## config.mk

```make
export PLATFORM = sky130hd
export DESIGN_NAME = two_wire_unit
export DESIGN_NICKNAME = d
export VERILOG_FILES = /design/src/rtl/two_wire_pkg.sv /design/src/rtl/two_wire_unit.sv /design/src/rtl/two_wire_bit_engine.sv
export SDC_FILE = /design/constraint.sdc
export NUM_CORES = 1
export LEC_CHECK = 0
export BUFFER_PORTS_ARGS = -buffer_cell sky130_fd_sc_hd__buf_4
export CAP_MARGIN = 30
export CORE_MARGIN = 2
export CORE_UTILIZATION = 35
export DETAILED_ROUTE_END_ITERATION = 8
export GPL_TIMING_DRIVEN = 0
export PLACE_DENSITY = 0.52
export SYNTH_ARGS = -nofsm -noshare
export SYNTH_HDL_FRONTEND = slang
export SYNTH_SLANG_ARGS = --single-unit
```

## constraint.sdc

```tcl
create_clock -name sys_clk -period 4.7 [get_ports sys_clk]
set_input_delay 1.175 -clock sys_clk [delete_from_list [all_inputs] [get_ports sys_clk]]
set_output_delay 1.175 -clock sys_clk [all_outputs]
set_load 0.01 [all_outputs]
```

## src/rtl/two_wire_pkg.sv

```systemverilog
/*
 * Constants, register map and carrier types for the two-wire master transmitter.
 * Assumes a single 125 MHz system clock and a 32-bit AXI4-Lite register port.
 */
package two_wire_pkg;

   // register map, byte addresses
   localparam int         ADDR_W        = 4;
   localparam logic [3:0] CTRL_OFFSET   = 4'h0;
   localparam logic [3:0] STATUS_OFFSET = 4'h4;
   localparam logic [3:0] DATA_OFFSET   = 4'h8;

   // control register layout, msb first
   typedef struct packed {
      logic flag;
      logic ack_enable;
      logic start_req;
      logic stop_req;
      logic write_collision;
      logic enable;
      logic reserved;
      logic irq_enable;
   } ctrl_t;

   localparam ctrl_t      CTRL_RESET  = 8'h00;
   localparam logic [7:0] DATA_RESET  = 8'hff;
   localparam logic [1:0] PRESC_RESET = 2'h0;
   localparam int         CODE_LSB    = 3;
   localparam int         FLAG_BIT    = 7;

   // status codes, prescaler bits masked
   localparam logic [7:0] STS_START        = 8'h08;
   localparam logic [7:0] STS_RESTART      = 8'h10;
   localparam logic [7:0] STS_ADDR_ACK     = 8'h18;
   localparam logic [7:0] STS_ADDR_NACK    = 8'h20;
   localparam logic [7:0] STS_DATA_ACK     = 8'h28;
   localparam logic [7:0] STS_DATA_NACK    = 8'h30;
   localparam logic [7:0] STS_ARB_LOST     = 8'h38;
   localparam logic [7:0] STS_NO_INFO      = 8'hf8;
   localparam logic [7:0] STATUS_CODE_MASK = 8'hf8;

   // bus timing
   localparam int CLK_FREQ_MHZ   = 125;
   localparam int BIT_PERIOD_NS  = 10000;
   localparam int QUARTER_CYCLES = (BIT_PERIOD_NS * CLK_FREQ_MHZ) / (4 * 1000);
   localparam int BYTE_BITS      = 8;

   // axi responses
   localparam logic [1:0] RESP_OKAY   = 2'b00;
   localparam logic [1:0] RESP_SLVERR = 2'b10;

   typedef enum logic [1:0] {
      CMD_START = 2'b00,
      CMD_STOP  = 2'b01,
      CMD_BIT   = 2'b10,
      // ack slot: sent released, never an arbitration loss
      CMD_ACK   = 2'b11
   } bus_cmd_t;

endpackage : two_wire_pkg

```

## src/rtl/two_wire_unit.sv

```systemverilog
/*
 * Two-wire bus master transmitter with AXI4-Lite control, status and data registers.
 * Assumes open-drain pads outside (low while an enable is high) and an asynchronous bus.
 */
module two_wire_unit
   import two_wire_pkg::*;
#(
   parameter int QUARTER = QUARTER_CYCLES
)
(
   // clock and reset
   input  wire logic              sys_clk,
   input  wire logic              rst_n,
   // axi4-lite write
   input  wire logic [ADDR_W-1:0] s_axi_awaddr,
   input  wire logic [2:0]        s_axi_awprot,
   input  wire logic              s_axi_awvalid,
   output logic                   s_axi_awready,
   input  wire logic [31:0]       s_axi_wdata,
   input  wire logic [3:0]        s_axi_wstrb,
   input  wire logic              s_axi_wvalid,
   output logic                   s_axi_wready,
   output logic [1:0]             s_axi_bresp,
   output logic                   s_axi_bvalid,
   input  wire logic              s_axi_bready,
   // axi4-lite read
   input  wire logic [ADDR_W-1:0] s_axi_araddr,
   input  wire logic [2:0]        s_axi_arprot,
   input  wire logic              s_axi_arvalid,
   output logic                   s_axi_arready,
   output logic [31:0]            s_axi_rdata,
   output logic [1:0]             s_axi_rresp,
   output logic                   s_axi_rvalid,
   input  wire logic              s_axi_rready,
   // two-wire bus pads
   input  wire logic              scl_in,
   output logic                   scl_out,
   output logic                   scl_oe,
   input  wire logic              sda_in,
   output logic                   sda_out,
   output logic                   sda_oe,
   // interrupt request
   output logic                   irq
);

   typedef enum logic [2:0] {
      M_IDLE      = 3'b000,
      M_WAIT_FREE = 3'b001,
      M_START     = 3'b010,
      M_HOLD      = 3'b011,
      M_BYTE      = 3'b100,
      M_STOP      = 3'b101
   } mst_state_t;

   function automatic logic [1:0] reg_sel(input logic [ADDR_W-1:0] addr);
      case (addr)
         CTRL_OFFSET:   reg_sel = 2'h0;
         STATUS_OFFSET: reg_sel = 2'h1;
         DATA_OFFSET:   reg_sel = 2'h2;
         default:       reg_sel = 2'h3;
      endcase
   endfunction : reg_sel

   mst_state_t state, next_state;
   ctrl_t      ctrl, next_ctrl;
   logic [7:0] code, next_code, data, next_data, shifter, next_shifter;
   logic [1:0] presc, next_presc;
   logic [3:0] cnt, next_cnt;
   logic       owning, next_owning, addr_phase, next_addr_phase, restart, next_restart;
   logic       pending, next_pending, busy, next_busy;
   logic       next_bvalid, next_rvalid;
   logic [1:0] next_bresp, next_rresp;
   logic [31:0] next_rdata;
   logic       scl_meta, scl_sync, sda_meta, sda_sync, sda_prev;
   logic       wr_go, rd_go, eng_go, eng_ready, eng_done, eng_rx, eng_lost, eng_tx;
   bus_cmd_t   eng_cmd;

   assign s_axi_awready = s_axi_awvalid && s_axi_wvalid && !s_axi_bvalid;
   assign s_axi_wready  = s_axi_awready;
   assign s_axi_arready = !s_axi_rvalid;
   assign wr_go         = s_axi_awready;
   assign rd_go         = s_axi_arvalid && s_axi_arready;
   assign scl_out       = 1'b0;
   assign sda_out       = 1'b0;
   assign irq           = ctrl.flag && ctrl.irq_enable;

   // engine command for the active step; the ack slot is sent released
   assign eng_go  = (state == M_START || state == M_STOP || state == M_BYTE) && eng_ready && !pending
                    && !ctrl.flag;
   assign eng_cmd = (state == M_START) ? CMD_START : (state == M_STOP) ? CMD_STOP
                    : (cnt == 4'(BYTE_BITS)) ? CMD_ACK : CMD_BIT;
   assign eng_tx  = (cnt == 4'(BYTE_BITS)) ? 1'b1 : shifter[7];

   two_wire_bit_engine #(
      .QUARTER   (QUARTER)
   ) u_engine (
      .sys_clk   (sys_clk),
      .rst_n     (rst_n),
      .go        (eng_go),
      .cmd       (eng_cmd),
      .tx_bit    (eng_tx),
      .abort     (!ctrl.enable),
      .ready     (eng_ready),
      .done      (eng_done),
      .rx_bit    (eng_rx),
      .arb_lost  (eng_lost),
      .scl_level (scl_sync),
      .sda_level (sda_sync),
      .scl_oe    (scl_oe),
      .sda_oe    (sda_oe)
   );

   always_comb
   begin
      next_ctrl       = ctrl;
      next_code       = code;
      next_data       = data;
      next_presc      = presc;
      next_shifter    = shifter;
      next_cnt        = cnt;
      next_state      = state;
      next_owning     = owning;
      next_addr_phase = addr_phase;
      next_restart    = restart;
      next_pending    = pending;
      next_busy       = busy;
      next_bvalid     = s_axi_bvalid && !s_axi_bready;
      next_bresp      = s_axi_bresp;
      next_rvalid     = s_axi_rvalid && !s_axi_rready;
      next_rresp      = s_axi_rresp;
      next_rdata      = s_axi_rdata;

      // bus-free tracking from start and stop conditions seen on the wires
      if (scl_sync && sda_prev && !sda_sync)
         next_busy = 1'b1;
      else if (scl_sync && !sda_prev && sda_sync)
         next_busy = 1'b0;

      // register writes
      if (wr_go)
      begin
         next_bvalid = 1'b1;
         next_bresp  = RESP_OKAY;
         if (s_axi_wstrb[0])
         begin
            case (reg_sel(s_axi_awaddr))
               2'h0:
               begin
                  next_ctrl.flag       = ctrl.flag && !s_axi_wdata[FLAG_BIT];
                  next_ctrl.ack_enable = s_axi_wdata[6];
                  next_ctrl.start_req  = s_axi_wdata[5];
                  next_ctrl.stop_req   = s_axi_wdata[4];
                  next_ctrl.enable     = s_axi_wdata[2];
                  next_ctrl.irq_enable = s_axi_wdata[0];
               end
               2'h1: next_presc = s_axi_wdata[1:0];
               2'h2:
               begin
                  if (ctrl.flag)
                  begin
                     next_data                 = s_axi_wdata[7:0];
                     next_ctrl.write_collision = 1'b0;
                  end
                  else
                     next_ctrl.write_collision = 1'b1;
               end
               default: next_bresp = RESP_SLVERR;
            endcase
         end
         else if (reg_sel(s_axi_awaddr) == 2'h3)
            next_bresp = RESP_SLVERR;
      end

      // register reads
      if (rd_go)
      begin
         next_rvalid = 1'b1;
         next_rresp  = RESP_OKAY;
         case (reg_sel(s_axi_araddr))
            2'h0:    next_rdata = {24'h000000, ctrl};
            2'h1:    next_rdata = {24'h000000, code[7:CODE_LSB], 1'b0, presc};
            2'h2:    next_rdata = {24'h000000, data};
            default:
            begin
               next_rdata = 32'h00000000;
               next_rresp = RESP_SLVERR;
            end
         endcase
      end

      // master sequencer; hardware flag set wins over a software clear
      if (eng_go)
         next_pending = 1'b1;
      if (eng_done)
         next_pending = 1'b0;
      case (state)
         M_IDLE:
         begin
            // only master transmit is served; slave modes stay off
            if (ctrl.enable && !ctrl.flag && ctrl.start_req)
               next_state = M_WAIT_FREE;
         end
         M_WAIT_FREE:
         begin
            if (!busy)
            begin
               next_state   = M_START;
               next_restart = 1'b0;
            end
         end
         M_START:
         begin
            if (eng_done)
            begin
               next_ctrl.flag  = 1'b1;
               next_code       = restart ? STS_RESTART : STS_START;
               next_owning     = 1'b1;
               next_addr_phase = 1'b1;
               next_state      = M_HOLD;
            end
         end
         M_HOLD:
         begin
            if (!ctrl.flag)
            begin
               if (!owning)
                  next_state = ctrl.start_req ? M_WAIT_FREE : M_IDLE;
               else if (ctrl.stop_req)
                  next_state = M_STOP;
               else if (ctrl.start_req)
               begin
                  next_state   = M_START;
                  next_restart = 1'b1;
               end
               else
               begin
                  next_state   = M_BYTE;
                  next_shifter = data;
                  next_cnt     = 4'h0;
               end
            end
         end
         M_BYTE:
         begin
            if (eng_done)
            begin
               if (eng_lost)
               begin
                  next_ctrl.flag = 1'b1;
                  next_code      = STS_ARB_LOST;
                  next_owning    = 1'b0;
                  next_state     = M_HOLD;
               end
               else if (cnt == 4'(BYTE_BITS))
               begin
                  next_ctrl.flag  = 1'b1;
                  next_addr_phase = 1'b0;
                  next_state      = M_HOLD;
                  if (addr_phase)
                     next_code = eng_rx ? STS_ADDR_NACK : STS_ADDR_ACK;
                  else
                     next_code = eng_rx ? STS_DATA_NACK : STS_DATA_ACK;
               end
               else
               begin
                  next_shifter = {shifter[6:0], 1'b0};
                  next_cnt     = cnt + 4'h1;
               end
            end
         end
         M_STOP:
         begin
            if (eng_done)
            begin
               next_ctrl.stop_req = 1'b0;
               next_owning        = 1'b0;
               next_state         = ctrl.start_req ? M_WAIT_FREE : M_IDLE;
            end
         end
         default: next_state = M_IDLE;
      endcase

      if (!ctrl.enable)
      begin
         next_state   = M_IDLE;
         next_owning  = 1'b0;
         next_pending = 1'b0;
      end
      next_ctrl.reserved = 1'b0;
   end

   always_ff @(posedge sys_clk or negedge rst_n)
   begin
      if (!rst_n)
      begin
         scl_meta <= 1'b1;
         scl_sync <= 1'b1;
         sda_meta <= 1'b1;
         sda_sync <= 1'b1;
         sda_prev <= 1'b1;
      end
      else
      begin
         scl_meta <= scl_in;
         scl_sync <= scl_meta;
         sda_meta <= sda_in;
         sda_sync <= sda_meta;
         sda_prev <= sda_sync;
      end
   end

   always_ff @(posedge sys_clk or negedge rst_n)
   begin
      if (!rst_n)
      begin
         state        <= M_IDLE;
         ctrl         <= CTRL_RESET;
         code         <= STS_NO_INFO;
         data         <= DATA_RESET;
         presc        <= PRESC_RESET;
         shifter      <= DATA_RESET;
         cnt          <= 4'h0;
         owning       <= 1'b0;
         addr_phase   <= 1'b0;
         restart      <= 1'b0;
         pending      <= 1'b0;
         busy         <= 1'b0;
         s_axi_bvalid <= 1'b0;
         s_axi_bresp  <= RESP_OKAY;
         s_axi_rvalid <= 1'b0;
         s_axi_rresp  <= RESP_OKAY;
         s_axi_rdata  <= 32'h00000000;
      end
      else
      begin
         state        <= next_state;
         ctrl         <= next_ctrl;
         code         <= next_code;
         data         <= next_data;
         presc        <= next_presc;
         shifter      <= next_shifter;
         cnt          <= next_cnt;
         owning       <= next_owning;
         addr_phase   <= next_addr_phase;
         restart      <= next_restart;
         pending      <= next_pending;
         busy         <= next_busy;
         s_axi_bvalid <= next_bvalid;
         s_axi_bresp  <= next_bresp;
         s_axi_rvalid <= next_rvalid;
         s_axi_rresp  <= next_rresp;
         s_axi_rdata  <= next_rdata;
      end
   end

   property p_start_code;
      @(posedge sys_clk) disable iff (!rst_n)
      (state == M_START && eng_done && ctrl.enable) |=> ctrl.flag && (code == (restart ? STS_RESTART : STS_START));
   endproperty
   a_start_code: assert property (p_start_code) else $error("start status wrong");

   property p_wait_free;
      @(posedge sys_clk) disable iff (!rst_n)
      (state == M_WAIT_FREE && busy) |=> state != M_START;
   endproperty
   a_wait_free: assert property (p_wait_free) else $error("start issued on busy bus");

   property p_addr_code;
      @(posedge sys_clk) disable iff (!rst_n)
      (state == M_BYTE && eng_done && !eng_lost && cnt == 4'h8 && addr_phase && ctrl.enable)
         |=> ctrl.flag && code == (eng_rx ? STS_ADDR_NACK : STS_ADDR_ACK) && state == M_HOLD;
   endproperty
   a_addr_code: assert property (p_addr_code) else $error("address status wrong");

   property p_data_code;
      @(posedge sys_clk) disable iff (!rst_n)
      (state == M_BYTE && eng_done && !eng_lost && cnt == 4'h8 && !addr_phase && ctrl.enable)
         |=> code == ($past(eng_rx) ? STS_DATA_NACK : STS_DATA_ACK);
   endproperty
   a_data_code: assert property (p_data_code) else $error("data status wrong");

   property p_collision;
      @(posedge sys_clk) disable iff (!rst_n)
      (wr_go && s_axi_wstrb[0] && s_axi_awaddr == DATA_OFFSET && !ctrl.flag)
         |=> ctrl.write_collision && $stable(data);
   endproperty
   a_collision: assert property (p_collision) else $error("collision write not ignored");

   property p_suspend;
      @(posedge sys_clk) disable iff (!rst_n)
      ctrl.flag |-> !eng_go && eng_ready;
   endproperty
   a_suspend: assert property (p_suspend) else $error("bus step while flag set");

   property p_no_flag_stop;
      @(posedge sys_clk) disable iff (!rst_n)
      (state == M_STOP && eng_done) |=> !ctrl.flag && !owning && !ctrl.stop_req;
   endproperty
   a_no_flag_stop: assert property (p_no_flag_stop) else $error("flag set after stop");

   property p_scl_held;
      @(posedge sys_clk) disable iff (!rst_n)
      (ctrl.flag && owning && state == M_HOLD) ##1 (ctrl.flag && owning) |-> scl_oe;
   endproperty
   a_scl_held: assert property (p_scl_held) else $error("scl released while flag set");

   property p_lost;
      @(posedge sys_clk) disable iff (!rst_n)
      (state == M_BYTE && eng_done && eng_lost && ctrl.enable)
         |=> code == STS_ARB_LOST && !owning && ctrl.flag && !scl_oe;
   endproperty
   a_lost: assert property (p_lost) else $error("lost arbitration not reported");

   property p_irq;
      @(posedge sys_clk) disable iff (!rst_n)
      $rose(ctrl.flag) && ctrl.irq_enable |-> irq;
   endproperty
   a_irq: assert property (p_irq) else $error("interrupt request missing");

endmodule : two_wire_unit

```

## src/rtl/two_wire_bit_engine.sv

```systemverilog
/*
 * Bit-level engine: one START, STOP or data bit per command, in four quarter-bit phases.
 * Assumes synchronised bus inputs and open-drain pads driven low while an enable is high.
 */
module two_wire_bit_engine
   import two_wire_pkg::*;
#(
   parameter int QUARTER = QUARTER_CYCLES
)
(
   // clock and reset
   input  wire logic     sys_clk,
   input  wire logic     rst_n,
   // command side
   input  wire logic     go,
   input  wire bus_cmd_t cmd,
   input  wire logic     tx_bit,
   input  wire logic     abort,
   output logic          ready,
   output logic          done,
   output logic          rx_bit,
   output logic          arb_lost,
   // synchronised bus levels
   input  wire logic     scl_level,
   input  wire logic     sda_level,
   // pad enables
   output logic          scl_oe,
   output logic          sda_oe
);

   typedef enum logic {
      ENG_IDLE = 1'b0,
      ENG_RUN  = 1'b1
   } eng_state_t;

   eng_state_t  state, next_state;
   bus_cmd_t    cur_cmd, next_cur_cmd;
   logic        cur_bit, next_cur_bit;
   logic [1:0]  phase, next_phase;
   logic [15:0] div, next_div;
   logic        next_scl_oe, next_sda_oe, next_rx_bit, next_arb_lost, next_done;
   logic        tick;

   assign tick  = (div == 16'(QUARTER - 1));
   assign ready = (state == ENG_IDLE);

   always_comb
   begin
      next_state    = state;
      next_cur_cmd  = cur_cmd;
      next_cur_bit  = cur_bit;
      next_phase    = phase;
      next_div      = tick ? 16'h0000 : div + 16'h0001;
      next_scl_oe   = scl_oe;
      next_sda_oe   = sda_oe;
      next_rx_bit   = rx_bit;
      next_arb_lost = arb_lost;
      next_done     = 1'b0;
      if (abort)
      begin
         next_state  = ENG_IDLE;
         next_scl_oe = 1'b0;
         next_sda_oe = 1'b0;
      end
      else if (state == ENG_IDLE)
      begin
         next_div = 16'h0000;
         if (go)
         begin
            next_state    = ENG_RUN;
            next_cur_cmd  = cmd;
            next_cur_bit  = tx_bit;
            next_phase    = 2'h0;
            next_arb_lost = 1'b0;
            case (cmd)
               CMD_START: next_sda_oe = 1'b0;
               CMD_STOP:  next_sda_oe = 1'b1;
               default:   next_sda_oe = ~tx_bit;
            endcase
         end
      end
      else if (tick)
      begin
         case (phase)
            2'h0:
            begin
               next_scl_oe = 1'b0;
               next_phase  = 2'h1;
            end
            2'h1:
            begin
               // slave may stretch scl; wait for it high
               if (scl_level)
               begin
                  next_phase = 2'h2;
                  case (cur_cmd)
                     CMD_START: next_sda_oe = 1'b1;
                     CMD_STOP:  next_sda_oe = 1'b0;
                     default:
                     begin
                        next_rx_bit = sda_level;
                        if (cur_cmd == CMD_BIT && cur_bit && !sda_level)
                        begin
                           next_arb_lost = 1'b1;
                           next_sda_oe   = 1'b0;
                        end
                     end
                  endcase
               end
            end
            2'h2:
            begin
               next_phase = 2'h3;
               if (cur_cmd != CMD_STOP)
                  next_scl_oe = ~arb_lost;
            end
            default:
            begin
               next_state = ENG_IDLE;
               next_done  = 1'b1;
            end
         endcase
      end
   end

   always_ff @(posedge sys_clk or negedge rst_n)
   begin
      if (!rst_n)
      begin
         state    <= ENG_IDLE;
         cur_cmd  <= CMD_START;
         cur_bit  <= 1'b1;
         phase    <= 2'h0;
         div      <= 16'h0000;
         scl_oe   <= 1'b0;
         sda_oe   <= 1'b0;
         rx_bit   <= 1'b1;
         arb_lost <= 1'b0;
         done     <= 1'b0;
      end
      else
      begin
         state    <= next_state;
         cur_cmd  <= next_cur_cmd;
         cur_bit  <= next_cur_bit;
         phase    <= next_phase;
         div      <= next_div;
         scl_oe   <= next_scl_oe;
         sda_oe   <= next_sda_oe;
         rx_bit   <= next_rx_bit;
         arb_lost <= next_arb_lost;
         done     <= next_done;
      end
   end

   property p_lost_releases;
      @(posedge sys_clk) disable iff (!rst_n)
      (!abort && state == ENG_RUN && cur_cmd == CMD_BIT && phase == 2'h1 && tick && scl_level && cur_bit
       && !sda_level)
         |=> !sda_oe && arb_lost ##1 !sda_oe [*3];
   endproperty
   a_lost_releases: assert property (p_lost_releases) else $error("sda held after lost arbitration");

endmodule : two_wire_bit_engine

```

Yosys cells after proc, flatten, opt, wreduce, memory -nomap -nowiden:

Cells that the tools add are included.

* register bits: 115
* latch bits: 0
* RAM bits: 0
* ROM bits: 0
* input bits: 59
* output and inout bits: 46
* word-level logic and storage cells: 295
* memories kept: 0

* add/subtract/negate cells: 2
* multiply operators: 0
* divide/modulo/power cells: 0
* order comparisons: 0
* eq/ne operators: 60
* shifts and indexed selects: 0
* mux-type cells: 129
* bitwise gates (word level): 4
* reduce and logical (&&, ||, !) cells: 62

Operators by type and width (count)
* 8-bit 2-to-1 mux: 11
* 1-bit 2-to-1 mux: 59
* 16-bit 2-to-1 mux: 3
* 3-bit 2-to-1 mux: 12
* 4-bit 2-to-1 mux: 8
* 8-bit one-hot mux with 2 select lines: 2
* 2-bit 2-to-1 mux: 15
* 2-bit != test, second input constant: 13
* 6-bit 2-to-1 mux: 4
* 8-bit one-hot mux with 3 select lines: 1
* 3-bit != test, second input constant: 7
* 5-bit AND reduction: 4
* 1-bit logical AND: 18
* 2-bit one-hot mux with 3 select lines: 3
* 3-bit one-hot mux with 6 select lines: 1
* 16-bit by 1-bit adder with 16-bit output, second input constant: 1
* 16-bit by 9-bit == test with 1-bit output, second input constant: 1
* 3-bit by 2-bit != test with 1-bit output, second input constant: 5
* 7-bit AND reduction: 2
* 4-bit == test, second input constant: 3
* 2-bit by 1-bit != test with 1-bit output, second input constant: 6
* 3-bit by 1-bit != test with 1-bit output, second input constant: 4
* 1-bit one-hot mux with 2 select lines: 6
* 3-bit AND reduction: 4
* 26 further kinds: 64

Depth between registers and ports, before layout:

* depth in word-level cells: 12
* depth in mapped cells: 8
* mapped depth without buffers: 7

Modules after synthesis:

From an unflattened synthesis, not the netlist that was laid out.

* cell total of the unflattened synthesis: 450
* area total of the unflattened synthesis: 4506.8 sq um

Modules (own cells, without submodules)
* two_wire_unit: instances 1, cells an instance 304, area an instance 3041.7 sq um
* two_wire_bit_engine: instances 1, cells an instance 146, area an instance 1465.2 sq um

Worst setup path before layout:

OpenSTA, ideal clock, no wires.

* path type: in2out
* from: input port s_axi_wvalid
* to: output port s_axi_wready
* data arrival time: 1.618 ns
* required time: 3.525 ns
* path slack: 1.907 ns
* stages: 3
* cells stage by stage: and3b_1 > buf_2 > buf_4

* cells in the longest elaborated chain, start to end: 2

RTL lines
* from (decl): line two_wire_unit.sv:21 `input wire logic s_axi_wvalid,`
* 1-bit logical AND (2 in series): line two_wire_unit.sv:78 `assign s_axi_awready = s_axi_awvalid && s_axi_wvalid && !s_axi_bvalid;`
* to (decl): line two_wire_unit.sv:22 `output logic s_axi_wready,`

Every way passes these cells.

Worst setup path after layout:

Ends and elaborated chain as after synthesis.

==> impl_results.md <==
- Largest area contributor in the synthesized netlist: dfrtp_1
- Setup TNS Final: 0 ns
- Wirelength per Cell: 14.0 microns
- Most frequent cells in the layout: buf_4 (73), dfrtp_1 (58), nand2_1 (37), nor2_1 (36), mux2_2 (32)
- Hold slack: 0.354 ns
- Vias in the first global route: 3302
- Global-route wire length before repair: 16200 microns
- Worst Skew: 0.00720 ns
- Gr usage total: 15.3%
- Core Util, Final: 43.0%
- Post-synthesis xor/xnor area fraction: 2.77%
- GRT met3 Usage: 3.53%
- Count of state elements after synthesis: 85
- H-tree depth: 3
- Area of the mapped netlist: 4420 sq um
- Initial Util: 35.5%
- Post-Syn Instances: 430
- Avg Cell Area, Syn: 10.3 sq um
- WS Path Type: in2out
- FF-to-FF setup slack: 2.40 ns
- Startpoint types: input port
- WP data required: 3.52 ns
- Yosys top cell area share: 32.8%
- Final Hold Fails: 0
- Commonest non-fill, non-tap cell in the layout: buf_4
- GR Util met1: 20.3%
- Area Growth Syn to Fin: 21.3%
- Met2 Usage GRT: 24.7%
- Io pins: 105
- Place WS: 1.69 ns
- Clk slew on worst S/H paths: 0.05 ns
- Slew headroom: 38.0%
- TritonCTS clock tree: built
- Synth async-reset ratio: 100%
- Area of the die: 13500 sq um
- Final ANT Viol Nets: 0
- CTS sink cnt: 85
- Diodes inserted: 0
- Drt first pass iters: 4
- Worst-Margin Slew: 0.923 ns
- Compound-cell area share of the yosys netlist: 12.5%
- CTS Buf Count: 9
- Simple-Gate Fraction of Synth Area: 16.3%
- Layout cell share with drive strength beyond 1: 30.4%
- Via count: 3328
- Final period util: 64.0%
- Maximum clock insertion buffer count: 2
- Syn. warnings: 0
- Largest family of logic cells by synthesized area: simple AND/OR/NAND/NOR gates
- Endpoints failing setup: 0
- Post-synthesis cell type count: 60
- Core area: 12500 sq um
- Worst Hold Class: reg2reg
- Adder-Cell Fraction of Synth Area: 2.26%
- Critical Path Sink Type: output pin
- Global route hottest layer: met2
- Largest net degree at the start of global routing: 60
- Area contributors post-synth: dfrtp_1 (33%), dfstp_2 (16%), mux2_2 (8.1%)
- Min Tclk post-route: 3.01 ns
- Hpwl dp: 7160 microns
- DR vias/cell: 4.83
- Die span in y: 116 microns
- Initial DRC count: 188
- Seq/Total Area, Yosys: 48.9%
- Max-Cap Viols: 0
- Total routed wirelength: 9620 microns
- CTS root buf: clkbuf_16
- Crit path arrival time: 1.83 ns
- Final worst slack: 1.69 ns
- GPL Wtd Cong: 0.841
- Synth Flop Type: dfrtp_1
- Fmax: 332 MHz
- Crit-path max FO: 6
- Fin nets: 579
- # rows: 41
- Cts repair resizes: 0
- Die Wd: 116 microns
- Status: complete, no violations
- Residual DRC count: 0
- Fraction of synthesized area in multiplexers: 9.28%
- I/O Buffers: 43
- Clk_lat worst skew: 0.34 ns
- Initial antenna violation count: 0
- CTS Hold Bufs: 0
- Max-slew violations: 0
- Lkg Pwr: 2.42 nW
- Worst vdd ir: 0.000191 V
- Postcts setup bufs: 0
- EDFF count, synth: 0
- RSZ-0062 raised after global routing: no
- Global route overflow: 0
- PwrDens: 322 nW/um^2
## flip-flops by register name, indices dropped and copies added (netlist names), 2 cells and up
register and flops:
u_engine.div 16, data 8, s_axi_rdata 8, shifter 8, ctrl 7, cnt 4
code 4, state 3, presc 2, u_engine.cur_cmd 2, u_engine.phase 2
## where the power goes
part / leakage [nW] / internal, mW / switching [mW]
Sequential: 1.06 / 0.792 / 0.0554
Combinational: 1.23 / 0.110 / 0.113
Clock: 0.137 / 0.386 / 0.271
Total: 2.42 / 1.29 / 0.440
## synthesized netlist by cell type, drive strengths merged, types with 3 or more instances
cell type  instances
a21o               5
a21oi             13
a22oi              6
a31oi              5
and2               5
buf               32
clkbuf            12
dfrtp             58
dfstp             27
ha                 8
inv               18
mux2              32
mux2i              5
nand2             38
nand2b             4
nand3             14
nand3b             3
nand4              4
nor2              36
nor3               9
o21a               4
o21ai             33
or3b               4
xnor2              6
xor2               8
## path summary, 6_finish.rpt
check                                  start  cells after the start           end
worst max-delay path            s_axi_wvalid                      5  s_axi_wready
worst min-delay path                scl_meta                      0      scl_sync
worst max register to register        cnt[0]                      8    shifter[7]
worst min register to register      scl_meta                      0      scl_sync
max in group asynchronous              rst_n                      2       code[4]
min in group asynchronous              rst_n                      1        cnt[3]
## through the flow
stage	area (sq um)	cells	power (mW)
after floorplan	4520	457	0.989
after global placement	5060	672	1.08
after detailed placement	5090	673	1.08
after CTS	5360	689	1.76
after global routing	5360	689	1.82
final	5360	689	1.73
## worst max-delay path: stages
cell     delay, ns
buf_4         0.10
and3b_1       0.16
buf_2         0.14
buf_4         0.13
buf_4         0.13
## layout make-up
cell class	instances	area, sq um
Multi-Input combinational cell	310	2010
Tap cell	172	215
Clock buffer	14	264
Clock inverter	2	10.0
Buffer	44	280
Sequential cell	85	2160
Timing Repair Buffer	44	350
Inverter	18	67.6
Fill cell	1246	7100
## logic make-up after synthesis
kind of cell / after synthesis
flops: 85
compound gates: 87
other cells: 1
simple gates: 136
buf+inv: 62
fa+ha+maj: 8
xor+xnor: 14
mux: 37
## layer usage
metal | vias up | share of wire (%)
li1 | 1615 | -
met1 | 1615 | 47
met2 | 83 | 46
met3 | 15 | 5.3
met4 | 0 | 2.0
met5 | - | 0
Power figures use the tool's default switching activity.
